===== config.mk =====
export PLATFORM = sky130hd
export DESIGN_NAME = mmt_timer_unit
export DESIGN_NICKNAME = d
export VERILOG_FILES = /design/src/logic/mmt_pkg.sv /design/src/logic/mmt_cmp_if.sv /design/src/logic/mmt_comparator.sv /design/src/logic/mmt_timer_unit.sv
export VERILOG_INCLUDE_DIRS = /design/src /design/src/logic
export SDC_FILE = /design/constraint.sdc
export NUM_CORES = 1
export LEC_CHECK = 0
export BUFFER_PORTS_ARGS = -buffer_cell sky130_fd_sc_hd__buf_4
export CORE_MARGIN = 2
export CORE_UTILIZATION = 28
export CTS_BUF_LIST = sky130_fd_sc_hd__clkbuf_4 sky130_fd_sc_hd__clkbuf_8
export DETAILED_ROUTE_END_ITERATION = 8
export PLACE_DENSITY = 0.52
export SKIP_LAST_GASP = 1
export SLEW_MARGIN = 20
export SYNTH_ARGS = -nofsm -noshare
export SYNTH_HDL_FRONTEND = slang
export SYNTH_SLANG_ARGS = --single-unit

===== constraint.sdc =====
create_clock -name mclk -period 4.1 [get_ports mclk]
set_clock_uncertainty 0.15 [all_clocks]
set_input_delay 0.82 -clock mclk [delete_from_list [all_inputs] [get_ports mclk]]
set_output_delay 0.82 -clock mclk [all_outputs]
set_load 0.1 [all_outputs]

===== src/logic/mmt_defs.svh =====
// constants for the motor mode timer unit
`ifndef MMT_DEFS_SVH
`define MMT_DEFS_SVH
// register indexes (word indexes; the apb byte address is the index times four)
`define MMT_IDX_CTRL_A     16'h1fa4
`define MMT_IDX_CTRL_B     16'h1fa5
`define MMT_IDX_CAPTURE    16'h1fa6
`define MMT_IDX_CMP_ONE    16'h1fa8
`define MMT_IDX_CMP_TWO    16'h1faa
`define MMT_IDX_CMP_THREE  16'h1fac
// control a fields
`define MMT_A_RUN          0
`define MMT_A_CLR_POS      1
`define MMT_A_SOFT_CLR     2
`define MMT_A_CLR_OVL      3
`define MMT_A_CLR_M3       4
`define MMT_A_SEL_LO       5
// control b fields
`define MMT_B_CAP_POS      1
`define MMT_B_SOFT_CAP     2
`define MMT_B_CAP_OVL      3
`define MMT_B_OVF          5
`define MMT_B_DBG          7
// clock select codes
`define MMT_SEL_DIV8       3'b000
`define MMT_SEL_DIV16      3'b010
`define MMT_SEL_DIV32      3'b100
`define MMT_SEL_DIV64      3'b110
`define MMT_SEL_DIV128     3'b001
`define MMT_COUNT_MAX      16'hffff
`define MMT_RESET_CTRL     8'h00
`define MMT_RESET_WORD     16'h0000
`endif


===== src/logic/mmt_pkg.sv =====
// types for the motor mode timer unit
package mmt_pkg;
   typedef enum logic [1:0] {MMT_CMP_MAG, MMT_CMP_EQ} mmt_cmp_kind_t;
   typedef logic [15:0] mmt_word_t;
endpackage


===== src/logic/mmt_cmp_if.sv =====
// comparator connection bundle
`timescale 1ns/1ps
interface mmt_cmp_if;
   logic              running;
   logic              reload;
   logic              disarm;
   mmt_pkg::mmt_word_t count;
   mmt_pkg::mmt_word_t value;
   logic              hit;
   modport ctrl (output running, output reload, output disarm, output count, output value,
                 input hit);
   modport cmp  (input running, input reload, input disarm, input count, input value,
                 output hit);
endinterface


===== src/logic/mmt_comparator.sv =====
// one-shot compare unit
`timescale 1ns/1ps
`include "mmt_defs.svh"
module mmt_comparator #(
   parameter mmt_pkg::mmt_cmp_kind_t KIND = mmt_pkg::MMT_CMP_EQ
) (
   input  wire logic mclk,
   input  wire logic rst_n,
   mmt_cmp_if.cmp    bus
);
   logic armed_r;
   logic hit_r;
   logic match;

   assign match = (KIND == mmt_pkg::MMT_CMP_MAG) ? (bus.count >= bus.value)
                                                 : (bus.count == bus.value);

   always_ff @(posedge mclk or negedge rst_n) begin
      if (!rst_n) begin
         armed_r <= 1'b0;
      end else if (bus.reload) begin
         armed_r <= 1'b1;
      // stays armed while stopped so compares can be loaded before the start
      end else if (bus.disarm || hit_r) begin
         armed_r <= 1'b0;
      end
   end

   always_ff @(posedge mclk or negedge rst_n) begin
      if (!rst_n) begin
         hit_r <= 1'b0;
      end else begin
         hit_r <= armed_r && bus.running && match && !bus.reload && !bus.disarm && !hit_r;
      end
   end
   assign bus.hit = hit_r;

   AST_ONE_SHOT: assert property (@(posedge mclk) disable iff (!rst_n)
      hit_r && !bus.reload |=> !hit_r) else $error("comparator fired twice");
endmodule // mmt_comparator


===== src/logic/mmt_timer_unit.sv =====
// motor mode timer unit with apb register access
//
// Register access over APB was chosen for this implementation.
`timescale 1ns/1ps
`include "mmt_defs.svh"
//------------------------------------------------------------
//------------------------------------------------------------
module mmt_timer_unit (
   input  wire logic        mclk,
   input  wire logic        nrst,
   input  wire logic        psel,
   input  wire logic        penable,
   input  wire logic        pwrite,
   input  wire logic [31:0] paddr,
   input  wire logic [31:0] pwdata,
   output logic      [31:0] prdata,
   output logic             pready,
   output logic             pslverr,
   input  wire logic        position_detect_irq,
   input  wire logic        overload_trip,
   output logic             irq_timer_one,
   output logic             irq_timer_two,
   output logic             irq_timer_three,
   output logic             debug_pin
);
   //------------------------------------------------------------
   // reset release
   //------------------------------------------------------------
   logic rst_meta_r;
   logic rst_n;
   always_ff @(posedge mclk or negedge nrst) begin
      if (!nrst) begin
         rst_meta_r <= 1'b0;
         rst_n      <= 1'b0;
      end else begin
         rst_meta_r <= 1'b1;
         rst_n      <= rst_meta_r;
      end
   end

   //------------------------------------------------------------
   // apb decode
   //------------------------------------------------------------
   function automatic logic hit_idx(input logic [31:0] a, input logic [15:0] idx);
      hit_idx = (a == {14'h0000, idx, 2'b00});
   endfunction

   logic wr_en;
   logic rd_en;
   logic mapped;
   assign wr_en  = psel && penable && pwrite && pready;
   assign rd_en  = psel && !penable && !pwrite;
   assign mapped = hit_idx(paddr, `MMT_IDX_CTRL_A) || hit_idx(paddr, `MMT_IDX_CTRL_B)
                || hit_idx(paddr, `MMT_IDX_CAPTURE) || hit_idx(paddr, `MMT_IDX_CMP_ONE)
                || hit_idx(paddr, `MMT_IDX_CMP_TWO) || hit_idx(paddr, `MMT_IDX_CMP_THREE);

   logic wr_a;
   logic wr_b;
   logic wr_c1;
   logic wr_c2;
   logic wr_c3;
   assign wr_a  = wr_en && hit_idx(paddr, `MMT_IDX_CTRL_A);
   assign wr_b  = wr_en && hit_idx(paddr, `MMT_IDX_CTRL_B);
   assign wr_c1 = wr_en && hit_idx(paddr, `MMT_IDX_CMP_ONE);
   assign wr_c2 = wr_en && hit_idx(paddr, `MMT_IDX_CMP_TWO);
   assign wr_c3 = wr_en && hit_idx(paddr, `MMT_IDX_CMP_THREE);

   // no wait state: pready rises in the first access cycle
   always_ff @(posedge mclk or negedge rst_n) begin
      if (!rst_n) begin
         pready  <= 1'b0;
         pslverr <= 1'b0;
      end else begin
         pready  <= psel && !penable;
         pslverr <= psel && !penable && !mapped;
      end
   end

   //------------------------------------------------------------
   // control registers
   //------------------------------------------------------------
   logic [2:0] count_clock_sel;
   logic       clear_on_third_match_en;
   logic       clear_on_overload_en;
   logic       clear_on_position_en;
   logic       count_run_en;
   logic       debug_irq_out_en;
   logic       capture_on_overload_en;
   logic       capture_on_position_en;
   logic       soft_clear_cmd;
   logic       soft_capture_cmd;

   always_ff @(posedge mclk or negedge rst_n) begin
      if (!rst_n) begin
         count_clock_sel         <= 3'h0;
         clear_on_third_match_en <= 1'b0;
         clear_on_overload_en    <= 1'b0;
         clear_on_position_en    <= 1'b0;
         count_run_en            <= 1'b0;
      end else if (wr_a) begin
         count_clock_sel         <= pwdata[`MMT_A_SEL_LO +: 3];
         clear_on_third_match_en <= pwdata[`MMT_A_CLR_M3];
         clear_on_overload_en    <= pwdata[`MMT_A_CLR_OVL];
         clear_on_position_en    <= pwdata[`MMT_A_CLR_POS];
         count_run_en            <= pwdata[`MMT_A_RUN];
      end
   end

   always_ff @(posedge mclk or negedge rst_n) begin
      if (!rst_n) begin
         debug_irq_out_en       <= 1'b0;
         capture_on_overload_en <= 1'b0;
         capture_on_position_en <= 1'b0;
      end else if (wr_b) begin
         debug_irq_out_en       <= pwdata[`MMT_B_DBG];
         capture_on_overload_en <= pwdata[`MMT_B_CAP_OVL];
         capture_on_position_en <= pwdata[`MMT_B_CAP_POS];
      end
   end

   // write-only command bits act as pulses
   assign soft_clear_cmd   = wr_a && pwdata[`MMT_A_SOFT_CLR];
   assign soft_capture_cmd = wr_b && pwdata[`MMT_B_SOFT_CAP];

   //------------------------------------------------------------
   // prescaler
   //------------------------------------------------------------
   logic [6:0] pre_r;
   logic       tick;
   always_ff @(posedge mclk or negedge rst_n) begin
      if (!rst_n) begin
         pre_r <= 7'h00;
      end else if (!count_run_en) begin
         pre_r <= 7'h00;
      end else begin
         pre_r <= pre_r + 7'h01;
      end
   end

   always_comb begin
      case (count_clock_sel)
         `MMT_SEL_DIV8:   tick = (pre_r[2:0] == 3'h7);
         `MMT_SEL_DIV16:  tick = (pre_r[3:0] == 4'hf);
         `MMT_SEL_DIV32:  tick = (pre_r[4:0] == 5'h1f);
         `MMT_SEL_DIV64:  tick = (pre_r[5:0] == 6'h3f);
         `MMT_SEL_DIV128: tick = (pre_r == 7'h7f);
         default:         tick = 1'b0;
      endcase
   end

   //------------------------------------------------------------
   // mode timer
   //------------------------------------------------------------
   mmt_cmp_if c1 ();
   mmt_cmp_if c2 ();
   mmt_cmp_if c3 ();

   logic               clear_now;
   mmt_pkg::mmt_word_t count_r;
   logic               count_overflow_flag;

   assign clear_now = soft_clear_cmd
                   || (clear_on_position_en && position_detect_irq)
                   || (clear_on_overload_en && overload_trip)
                   || (clear_on_third_match_en && c3.hit);

   always_ff @(posedge mclk or negedge rst_n) begin
      if (!rst_n) begin
         count_r <= `MMT_RESET_WORD;
      end else if (clear_now) begin
         count_r <= `MMT_RESET_WORD;
      end else if (count_run_en && tick && count_r != `MMT_COUNT_MAX) begin
         count_r <= count_r + 16'h0001;
      end
   end

   // overflow stays set until the timer is cleared in a cycle without a full-scale tick
   always_ff @(posedge mclk or negedge rst_n) begin
      if (!rst_n) begin
         count_overflow_flag <= 1'b0;
      end else if (count_run_en && tick && count_r == `MMT_COUNT_MAX) begin
         count_overflow_flag <= 1'b1;
      end else if (clear_now) begin
         count_overflow_flag <= 1'b0;
      end
   end

   //------------------------------------------------------------
   // capture
   //------------------------------------------------------------
   mmt_pkg::mmt_word_t interval_capture;
   always_ff @(posedge mclk or negedge rst_n) begin
      if (!rst_n) begin
         interval_capture <= `MMT_RESET_WORD;
      end else if (soft_capture_cmd
                || (capture_on_position_en && position_detect_irq)
                || (capture_on_overload_en && overload_trip)) begin
         interval_capture <= count_r;
      end
   end

   //------------------------------------------------------------
   // comparators
   //------------------------------------------------------------
   mmt_pkg::mmt_word_t magnitude_compare_one;
   mmt_pkg::mmt_word_t match_compare_two;
   mmt_pkg::mmt_word_t match_compare_three;
   always_ff @(posedge mclk or negedge rst_n) begin
      if (!rst_n) begin
         magnitude_compare_one <= `MMT_RESET_WORD;
         match_compare_two     <= `MMT_RESET_WORD;
         match_compare_three   <= `MMT_RESET_WORD;
      end else begin
         if (wr_c1) magnitude_compare_one <= pwdata[15:0];
         if (wr_c2) match_compare_two <= pwdata[15:0];
         if (wr_c3) match_compare_three <= pwdata[15:0];
      end
   end

   // dropping the run bit cancels every armed compare
   logic stop_now;
   assign stop_now   = wr_a && count_run_en && !pwdata[`MMT_A_RUN];
   assign c1.running = count_run_en;
   assign c2.running = count_run_en;
   assign c3.running = count_run_en;
   assign c1.disarm  = clear_now || stop_now;
   assign c2.disarm  = clear_now || stop_now;
   assign c3.disarm  = clear_now || stop_now;
   assign c1.reload  = wr_c1;
   assign c2.reload  = wr_c2;
   assign c3.reload  = wr_c3;
   assign c1.count   = count_r;
   assign c2.count   = count_r;
   assign c3.count   = count_r;
   assign c1.value   = magnitude_compare_one;
   assign c2.value   = match_compare_two;
   assign c3.value   = match_compare_three;

   mmt_comparator #(.KIND(mmt_pkg::MMT_CMP_MAG)) u_magnitude_compare_one (.mclk(mclk), .rst_n(rst_n), .bus(c1));
   mmt_comparator #(.KIND(mmt_pkg::MMT_CMP_EQ))  u_match_compare_two (.mclk(mclk), .rst_n(rst_n), .bus(c2));
   mmt_comparator #(.KIND(mmt_pkg::MMT_CMP_EQ))  u_match_compare_three (.mclk(mclk), .rst_n(rst_n), .bus(c3));

   //------------------------------------------------------------
   // outputs
   //------------------------------------------------------------
   always_ff @(posedge mclk or negedge rst_n) begin
      if (!rst_n) begin
         irq_timer_one   <= 1'b0;
         irq_timer_two   <= 1'b0;
         irq_timer_three <= 1'b0;
         debug_pin       <= 1'b0;
      end else begin
         irq_timer_one   <= c1.hit;
         irq_timer_two   <= c2.hit;
         irq_timer_three <= c3.hit;
         debug_pin       <= debug_irq_out_en && (c1.hit || c2.hit || c3.hit);
      end
   end

   always_ff @(posedge mclk or negedge rst_n) begin
      if (!rst_n) begin
         prdata <= 32'h0000_0000;
      end else if (rd_en) begin
         if (hit_idx(paddr, `MMT_IDX_CTRL_A)) begin
            prdata <= {24'h00_0000, count_clock_sel, clear_on_third_match_en,
                       clear_on_overload_en, 1'b0, clear_on_position_en, count_run_en};
         end else if (hit_idx(paddr, `MMT_IDX_CTRL_B)) begin
            prdata <= {24'h00_0000, debug_irq_out_en, 1'b0, count_overflow_flag, 1'b0,
                       capture_on_overload_en, 1'b0, capture_on_position_en, 1'b0};
         end else if (hit_idx(paddr, `MMT_IDX_CAPTURE)) begin
            prdata <= {16'h0000, interval_capture};
         end else if (hit_idx(paddr, `MMT_IDX_CMP_ONE)) begin
            prdata <= {16'h0000, magnitude_compare_one};
         end else if (hit_idx(paddr, `MMT_IDX_CMP_TWO)) begin
            prdata <= {16'h0000, match_compare_two};
         end else if (hit_idx(paddr, `MMT_IDX_CMP_THREE)) begin
            prdata <= {16'h0000, match_compare_three};
         end else begin
            prdata <= 32'h0000_0000;
         end
      end
   end

   //------------------------------------------------------------
   // checks
   //------------------------------------------------------------
   AST_SATURATE: assert property (@(posedge mclk) disable iff (!rst_n)
      count_r == `MMT_COUNT_MAX && !clear_now |=> count_r == `MMT_COUNT_MAX)
      else $error("timer wrapped past full scale");
   AST_CLEAR: assert property (@(posedge mclk) disable iff (!rst_n)
      clear_now |=> count_r == `MMT_RESET_WORD) else $error("timer not cleared");
   AST_SOFT_CAP: assert property (@(posedge mclk) disable iff (!rst_n)
      soft_capture_cmd |=> interval_capture == $past(count_r)) else $error("capture missed");
   AST_POS_CAP: assert property (@(posedge mclk) disable iff (!rst_n)
      capture_on_position_en && position_detect_irq |=> interval_capture == $past(count_r))
      else $error("position capture missed");
   AST_HOLD: assert property (@(posedge mclk) disable iff (!rst_n)
      !count_run_en && !clear_now |=> $stable(count_r)) else $error("count moved while off");
   AST_IRQ_PULSE: assert property (@(posedge mclk) disable iff (!rst_n)
      irq_timer_two |=> !irq_timer_two) else $error("interrupt longer than one cycle");
   AST_DISARM: assert property (@(posedge mclk) disable iff (!rst_n)
      !count_run_en && !c1.hit |=> !c1.hit) else $error("comparator fired while stopped");
   AST_MAG: assert property (@(posedge mclk) disable iff (!rst_n)
      c1.hit |-> $past(count_r) >= $past(magnitude_compare_one))
      else $error("timer one fired below compare");
   AST_OVF: assert property (@(posedge mclk) disable iff (!rst_n)
      count_run_en && tick && count_r == `MMT_COUNT_MAX |=> count_overflow_flag)
      else $error("overflow flag not set");
endmodule // mmt_timer_unit


# Word-level counts from Yosys, hierarchy flattened
# Cells that the tools add are included.
op_classes:
  addsub: 2
  order_cmp: 1
  eq_ne: 19
  n_mux: 18
  n_reduce_logical: 72
ops:
  columns: ["operator", "count"]
  rows:
  - ["$eq A32 B15 Y1 const B", 6]
  - ["$mux W16", 8]
  - ["$logic_and A1 B1 Y1", 39]
  - ["$eq A16 B16 Y1", 2]
  - ["$add A16 B1 Y16 const B", 1]
  - ["$eq A16 B16 Y1 const B", 1]
  - ["$ge A16 B16 Y1", 1]
  - ["$logic_or A1 B1 Y1", 16]
  - ["$ne A16 B16 Y1 const B", 1]
  - ["$logic_not A1 Y1", 11]
  - ["$reduce_bool A2 Y1", 5]
  - ["$eq A3 B3 Y1 const B", 3]
  - ["$mux W1", 8]
  - ["$add A7 B1 Y7 const B", 1]
  - ["$eq A7 B7 Y1 const B", 1]
  - ["$mux W7", 1]
  - ["$eq A6 B6 Y1 const B", 1]
  - ["$eq A5 B5 Y1 const B", 1]
  - ["$pmux W1 S5", 1]
  - ["$eq A4 B4 Y1 const B", 1]
  - ["$eq A3 B1 Y1 const B", 1]
  - ["$eq A3 B2 Y1 const B", 1]
  - ["$logic_not A3 Y1", 1]
totals:
  ff_bits: 144
  in_bits: 71
  out_inout_bits: 38
  wordCells: 142

# Depth between registers and ports, before layout
# Gate-level depths: netlist (run 1).
depth:
  depth_word: 12
  depth_mapped: 9
  mapped_depth_nobuf: 7

# Modules after synthesis
# From an unflattened synthesis (run 1), not the netlist that was laid out.
unflattened:
  hier_cells: 636
  hier_area_um2: 7124.3
by_module_without_submodules:
  columns: ["module", "instances", "cells_per_inst", "area_each_um2", "seq_area_each_um2"]
  rows:
  - ["mmt_timer_unit", 1, 522, 6132.1, 3052.9]
  - ["mmt_comparator (u_match_compare_three ...)", 2, 26, 250.2, 50.0]
  - ["mmt_comparator (u_magnitude_compare_one)", 1, 62, 491.7, 50.0]

# Worst setup path before layout (run 1)
# OpenSTA, ideal clock, no wires.
synth_path:
  path_type: "input to register"
  from: "input port paddr[21]"
  to: "register clear_on_overload_en"
  setup_time_ns: 0.125
  arrival_ns: 2.833
  required_time_ns: 3.825
  slack_ns: 0.991
  path_stages: 6
  n_path_buf: 2
  cell_sequence: "or4_4 > or3_1 > buf_2 > or4b_4 > buf_6 > mux2_4"
synth_between:
  elab_chain_len: 2
synth_lines:
  columns: ["item", "line_no", "rtl"]
  rows:
  - ["from (decl)", "mmt_timer_unit.sv:14", "input wire logic [31:0] paddr,"]
  - ["$eq A32 B15 Y1", "mmt_timer_unit.sv:45", "hit_idx = (a == {14'h0000, idx, 2'b00});"]
  - ["$logic_and A1 B1 Y1", "mmt_timer_unit.sv:62", "assign wr_a = wr_en && hit_idx(paddr, `MMT_IDX_CTRL_A);"]
  - ["to (signal assigned)", "mmt_timer_unit.sv:103", "clear_on_overload_en <= pwdata[`MMT_A_CLR_OVL];"]
  - ["to (decl)", "mmt_timer_unit.sv:84", "logic clear_on_overload_en;"]
# Every way passes these cells.
# A chain may end at the register's enable or synchronous reset.

# Worst setup path in the final report (run 1)
layout_path:
  from: "input port paddr[24]"
  to: "register count_overflow_flag"
layout_between:
  elab_chain_len: 7
layout_lines:
  columns: ["item", "line_no", "rtl"]
  rows:
  - ["$eq A32 B15 Y1", "mmt_timer_unit.sv:45", null]
  - ["$logic_and A1 B1 Y1", "mmt_timer_unit.sv:62", null]
  - ["$logic_and A1 B1 Y1", "mmt_timer_unit.sv:122", "assign soft_clear_cmd = wr_a && pwdata[`MMT_A_SOFT_CLR];"]
  - ["$logic_or A1 B1 Y1", "mmt_timer_unit.sv:163", "|| (clear_on_position_en && position_detect_irq)"]
  - ["$logic_or A1 B1 Y1", "mmt_timer_unit.sv:164", "|| (clear_on_overload_en && overload_trip)"]
  - ["$logic_or A1 B1 Y1", "mmt_timer_unit.sv:165", "|| (clear_on_third_match_en && c3.hit);"]
  - ["$reduce_bool A2 Y1 (no line)", null, null]
  - ["to (signal assigned)", "mmt_timer_unit.sv:180", "count_overflow_flag <= 1'b0;"]
  - ["to (signal assigned)", "mmt_timer_unit.sv:182", "count_overflow_flag <= 1'b1;"]
  - ["to (signal assigned)", "mmt_timer_unit.sv:184", "count_overflow_flag <= 1'b0;"]
  - ["to (decl)", "mmt_timer_unit.sv:160", "logic count_overflow_flag;"]
# Every way passes these cells.

==> results of run 1 <==
==> sequential cells by signal (all words and copies together) (netlist names), 3 cells and up <==
| register | count |
|---|---|
| c1.count | 16 |
| c1.value | 16 |
| c2.value | 16 |
| c3.value | 16 |
| interval_capture | 16 |
| prdata | 16 |
| pre_r | 7 |
| count_clock_sel | 3 |
==> where the power goes <==
part | switching, mW | total (mW) | internal (mW)
logic | 0.145 | 0.197 | 0.0526
clock network | 0.528 | 1.23 | 0.705
registers | 0.00442 | 1.27 | 1.26
total | 0.677 | 2.70 | 2.02
==> timing repair <==
action | CTS | global route
endpoints found under the hold margin | 2 | 0
hold buffers | 1 | 0
endpoints found under the setup margin | 0 | 0
==> layer usage <==
layer / vias up / GRT usage, % / share of wire, %
li1: 2521 / - / -
met1: 2564 / 20.06 / 46
met2: 133 / 23.80 / 46
met3: 20 / 3.754 / 5.7
met4: 0 / 4.787 / 1.7
met5: - / 0 / 0
==> cell families (layout without fill, tap and decap cells) <==
| group | count (synthesis) | in the layout | synth area share [%] |
|---|---|---|---|
| adder cells (fa/ha/maj) | 20 | 20 | 3.594 |
| buffers and inverters | 81 | 144 | 5.660 |
| AO/OA/AOI/OAI | 145 | 145 | 14.68 |
| flip-flops | 128 | 128 | 46.00 |
| multiplexers | 64 | 64 | 11.11 |
| XOR/XNOR | 35 | 35 | 4.403 |
| AND/OR/NAND/NOR | 184 | 184 | 14.45 |
| other | 2 | 17 | 0.1079 |
==> through the flow <==
step / total power, mW / cell area, sq um / utilization, % / hold slack [ns]
detailed placement: 1.493 / 7816 / 32.05 / 0.07043
CTS: 2.730 / 8279 / 33.94 / 0.07972
global placement: 1.493 / 7816 / 32.05 / 0.06794
finish: 2.698 / 8279 / 33.94 / 0.06484
global route: 2.802 / 8279 / 33.94 / 0.08873
floorplan: 1.423 / 7019 / - / 0.1812
==> worst paths after layout <==
check / startpoint / endpoint / slack, ns / depth (start not counted)
worst min register to register: rst_n / pre_r[4] / 0.06 / 0
worst min-delay path: rst_n / pre_r[4] / 0.06 / 0
min in group mclk: rst_meta_r / rst_n / 0.21 / 0
worst max register to register: pre_r[0] / c1.count[7] / 1.42 / 7
max in group asynchronous: rst_n / prdata[12] / 2.87 / 1
worst max-delay path: paddr[24] / count_overflow_flag / 0.97 / 6
==> cell usage in the layout (no fill, tap or decap), drive strengths merged, types with 17 or more instances in the layout <==
master,synthesis,final
a21oi,23,23
buf,27,90
clkbuf,33,20
conb,2,17
dfrtp,128,128
ha,20,20
inv,21,21
mux2,58,58
nand2,40,40
nor2,39,39
o21ai,46,46
o31ai,17,17
xnor2,33,33
==> final cells by class <==
cell class | count | area (sq um) | share of cell area [%]
Tap cell | 324 | 405.4 | 4.896
Inverter | 21 | 78.83 | 0.9521
Multi-Input combinational cell | 465 | 3437 | 41.51
Timing Repair Buffer | 91 | 698.2 | 8.433
Sequential cell | 128 | 3207 | 38.73
Clock inverter | 12 | 183.9 | 2.222
Clock buffer | 20 | 269.0 | 3.249
==> summary.md, run 1 <==
| Metric | Value |
|---|---|
| Routed wire length | `19000 microns` |
| Seq cells post-synth | `128` |
| Initial antenna violation count | `0` |
| Slowest CP cell | `or4b_4` |
| Drt wl/cell | `17.91 microns` |
| Final setup fails | `0` |
| Largest area contributor in the netlist | `dfrtp_1` |
| Register area share after synthesis | `46.00%` |
| Largest cells by area after synthesis | `dfrtp_1 46%, mux2_2 6.8%, xnor2_1 4.2%` |
| Final Hold Fails | `0` |
| TritonCTS clock tree | `built` |
| Maximum vdd ir drop | `167.0 uV` |
| Vias in the first global route | `5180` |
| Layout Nets | `815` |
| Dpl cells | `1028` |
| Worst relative slew slack | `40.25%` |
| GR Overflow Total | `0` |
| Gr usage total | `14.96%` |
| Share of post-route cells with drive strength above 1 | `26.19%` |
| Tmin final | `3.130 ns` |
| Core ar. | `0.02439 sq mm` |
| Clock buffer depth | `2` |
| Final Non-Filler Cells | `1061` |
| Final ANT Viol Nets | `0` |
| Crit path buf inv count | `1` |
| Fmax | `319.5 MHz` |
| PostCTS Resize Cnt | `0` |
| P_leak | `3.715 nW` |
| Critical path arrival | `3.29 ns` |
| Clk sink count | `128` |
| Post-CTS Setup Bufs | `0` |
| Top FF cell, synth | `dfrtp_1` |
| Critical Path Fanout Max | `17` |
| Crit path max-delay family | `simple AND/OR/NAND/NOR gates` |
| Reg clk slew, reported paths | `0.08 ns` |
| Vias per cell | `4.937` |
| Largest net degree at the start of global routing | `109` |
| Netlist Area Pre-Place | `0.006963 sq mm` |
| Die Y | `161.7 microns` |
| Most numerous cell in the Yosys netlist | `dfrtp_1` |
| Startpoint types | `input pin` |
| Syn_area_per_cell | `10.57 sq um` |
| Hpwl dp | `13780 microns` |
| Status | `finished, final reports clean` |
| CP max stage delay | `0.70 ns` |
| Clk_lat worst skew | `0.45 ns` |
| Slew Viols, Final | `0` |
| Commonest cells in the netlist | `128 x dfrtp_1, 42 x mux2_2, 42 x o21ai_0, 39 x nand2_1, 39 x nor2_1` |
| RSZ-0062 raised after global routing | `false` |
| DR vias | `5238` |
| Diode count | `0` |
| Final Cycle Share | `76.34%` |
| Place WS | `0.4897 ns` |
| Crit path kind | `in -> reg` |
| EDFF count, synth | `0` |
| PwrDens | `325.9 mW/mm^2` |
| Final WS setup | `0.9702 ns` |
| CTS buffer count | `17` |
| Cells after synthesis | `659` |
| Synth warn | `0` |
| H-tree depth | `4` |
| Crit. End Element | `register` |
| Initial DRC count | `262` |
| Port bufs | `76` |
| Die width | `161.7 microns` |
| P&R area growth vs syn | `18.90%` |
| GPL Wtd Cong | `0.7913` |
| # fillers | `2504` |
| Die area | `0.02615 sq mm` |
| Unique cell type count in the Yosys netlist | `64` |
| Max cap viols | `0` |
| First-pass GRT wire length | `29830 microns` |
| CTS Root Cell | `clkbuf_8` |
| Setup_tns | `0 ns` |
| DR DRC count | `0` |
| Num ports | `109` |
| Critical Path RT | `4.26 ns` |
| Yosys top cell area share | `46.00%` |
| Crit-path cells | `buf_4 > or4_1 > or3_1 > or4b_4 > o21ai_4 > o21ai_0` |
| Synth async-reset ratio | `100.0%` |
| Worst Hold Class | `reg -> async` |
| Initial core utilization | `28.55%` |
| Site Rows | `57` |
| Worst slew pin tran | `0.8951 ns` |
| Drt first pass iters | `4` |
No activity file was read; power rests on OpenSTA's default activity.
==> inputs of run 2 (changes only) <==
- ABC_AREA: not set -> 1
- clock period: 4.1 -> 2.65 ns (I/O delays scaled with it)
==> summary.md, run 2 <==
| Metric | Value |
|---|---|
| Critical Path RT | `2.83 ns` |
| Hold_buf cts | `1` |
| PwrDens | `458.8 mW/mm^2` |
| Leading cell type in the layout, fill and taps excluded | `nand2_1` |
| Commonest non-fill, non-tap cells in the layout | `252 x nand2_1, 127 x dfrtp_1, 110 x inv_1, 101 x buf_4, 100 x o21ai_0` |
| Tmin final | `2.212 ns` |
| CP max stage delay | `0.53 ns` |
| Final ANT Viol Nets | `0` |
| Final Hold Fails | `0` |
| Maximum vdd ir drop | `229.7 uV` |
| # fillers | `2720` |
| Worst Hold Class | `in -> reg` |
| DR vias | `6604` |
| Reg clk slew, reported paths | `0.08 ns` |
| Drt first pass iters | `5` |
| Final WS setup | `0.4384 ns` |
| Unique cell type count in the Yosys netlist | `39` |
| Most numerous cell in the Yosys netlist | `nand2_1` |
| Crit path buf inv count | `2` |
| Commonest cells in the netlist | `252 x nand2_1, 128 x dfrtp_1, 110 x inv_1, 100 x o21ai_0, 92 x nor2_1` |
| Sequential cell area | `0.003207 sq mm` |
| Hpwl dp | `17490 microns` |
| Layout Nets | `1155` |
| DP Area | `0.008289 sq mm` |
| PostCTS Resize Cnt | `0` |
| Die width | `164.7 microns` |
| Crit. End Element | `register` |
| Critical Path Fanout Max | `13` |
| RSZ-0062 raised after global routing | `false` |
| Status | `finished, final reports clean` |
| Final setup fails | `0` |
| Routed wire length | `22380 microns` |
| Final Cycle Share | `83.46%` |
| CTS buffer count | `17` |
| Place WS | `0.2438 ns` |
| Synth async-reset ratio | `100.0%` |
| Total Power | `3.990 mW` |
| Initial core utilization | `28.64%` |
| Crit path max-delay family | `simple AND/OR/NAND/NOR gates` |
| Site Rows | `58` |
| Slew Viols, Final | `0` |
| First-pass GRT wire length | `35340 microns` |
| Gr usage total | `17.29%` |
| Core ar. | `0.02525 sq mm` |
| Crit path top cell by count | `nand2_1` |
| Dpl cells | `1374` |
| Largest area contributor in the netlist | `dfrtp_1` |
| TritonCTS clock tree | `built` |
| GR Overflow Total | `0` |
| GPL Wtd Cong | `0.9508` |
| Max cap viols | `0` |
| Vias per cell | `4.694` |
| Worst slew pin tran | `0.5622 ns` |
| Fmax | `452.2 MHz` |
| Design Area, Final | `0.008697 sq mm` |
| Share of post-route cells with drive strength above 1 | `15.41%` |
| Clk_lat worst skew | `0.45 ns` |
| Crit-path cells | `ha_1 > nand2_1 > inv_1 > nand2_1 > nor2_1 > nand3_1 > nand3_2 > nand2_4 > buf_12 > nand2_1 > o21ai_1` |
| H-tree depth | `4` |
| Critical path arrival | `2.39 ns` |
| Cells after synthesis | `970` |
| Largest cells by area after synthesis | `dfrtp_1 44%, nand2_1 13%, o21ai_0 6.9%` |
| Die Y | `164.7 microns` |
| Port bufs | `76` |
| Drt wl/cell | `15.90 microns` |
| Clock buffer depth | `2` |
| Syn_area_per_cell | `7.457 sq um` |
| EDFF count, synth | `0` |
| Netlist Area Pre-Place | `0.007233 sq mm` |
| Largest net degree at the start of global routing | `46` |
| Top FF cell, synth | `dfrtp_1` |
| P&R area growth vs syn | `20.24%` |
| Startpoint types | `register` |
| Area of the multi-input gates | `0.003391 sq mm` |
| R2R setup slack | `0.44 ns` |
| Slowest CP cell | `dfrtp_1` |
| Setup_tns | `0 ns` |
| Register area share after synthesis | `44.28%` |
| Seq cells post-synth | `128` |
| Hold Slack | `0.1215 ns` |
| Worst relative slew slack | `62.52%` |
| Yosys top cell area share | `44.28%` |
| Final Non-Filler Cells | `1407` |
| DR DRC count | `0` |
| Initial DRC count | `458` |
| Synth warn | `0` |
| Post-CTS Setup Bufs | `0` |
| Num ports | `109` |
| Vias in the first global route | `6415` |
| Diode count | `0` |
| Initial antenna violation count | `0` |
| Crit path kind | `reg -> reg` |
| P_leak | `4.271 nW` |
| Die area | `0.02713 sq mm` |
| Clk sink count | `128` |
| Final core occ | `34.44%` |
| CTS Root Cell | `clkbuf_8` |
[run 2: changes by cell type after synthesis, moves of 11 or more]
cell	change
o21ai_0	+58
nor2_1	+53
o22ai_1	+11
mux2_4	-16
xor2_1	+11
nand2_1	+213
o31ai_1	-15
xnor2_1	-28
nand3_1	+66
inv_1	+89
clkbuf_1	-11
mux2_2	-42
or4_1	-15
[run 2: logic make-up after synthesis]
group           share of synthesized area, %
simple gates                           28.80
buf+inv                                9.618
compound gates                         11.56
flops                                  44.28
fa+ha+maj                              3.460
xor+xnor                               2.180
other cells                           0.1038
[run 2: final cells by class]
cell class	instances	share of cell area, %
Inverter	117	5.064
Multi-Input combinational cell	694	38.99
Timing Repair Buffer	106	9.754
Tap cell	330	4.748
Clock buffer	18	2.777
Clock inverter	14	1.798
Sequential cell	128	36.87
[run 2: power by group]
part           internal (mW)  leakage (nW)  total, mW  switching [mW]
logic                 0.0804          2.34      0.303           0.223
registers               1.96          1.74       1.97          0.0142
clock network          0.858         0.190       1.72           0.858
[run 2: per-layer routing]
layer | vias to the layer above | global-route usage (%) | part of all wire [%]
li1 | 3303 | - | -
met1 | 3123 | 24.03 | 49
met2 | 148 | 27.29 | 46
met3 | 30 | 2.436 | 3.4
met4 | 0 | 6.601 | 2.3
met5 | - | 0 | 0
[run 2: final timing paths]
kind,from,endpoint,cells past startpoint
max in group asynchronous,rst_n,c1.count[9],1
worst max-delay path,c1.count[0],c1.count[9],11
worst min-delay path,penable,pready,2
worst max register to register,c1.count[0],c1.count[9],11
worst min register to register,rst_n,pre_r[0],0
min in group asynchronous,rst_n,pre_r[0],0
[run 2: worst reg2reg max path, cell delays in order, from the launching register on]
cell and delay [ns]:
dfrtp_1 0.53, ha_1 0.25, nand2_1 0.08, inv_1 0.07, nand2_1 0.11, nor2_1 0.18, nand3_1 0.19, nand3_2 0.19
nand2_4 0.08, buf_12 0.15, nand2_1 0.06, o21ai_1 0.06
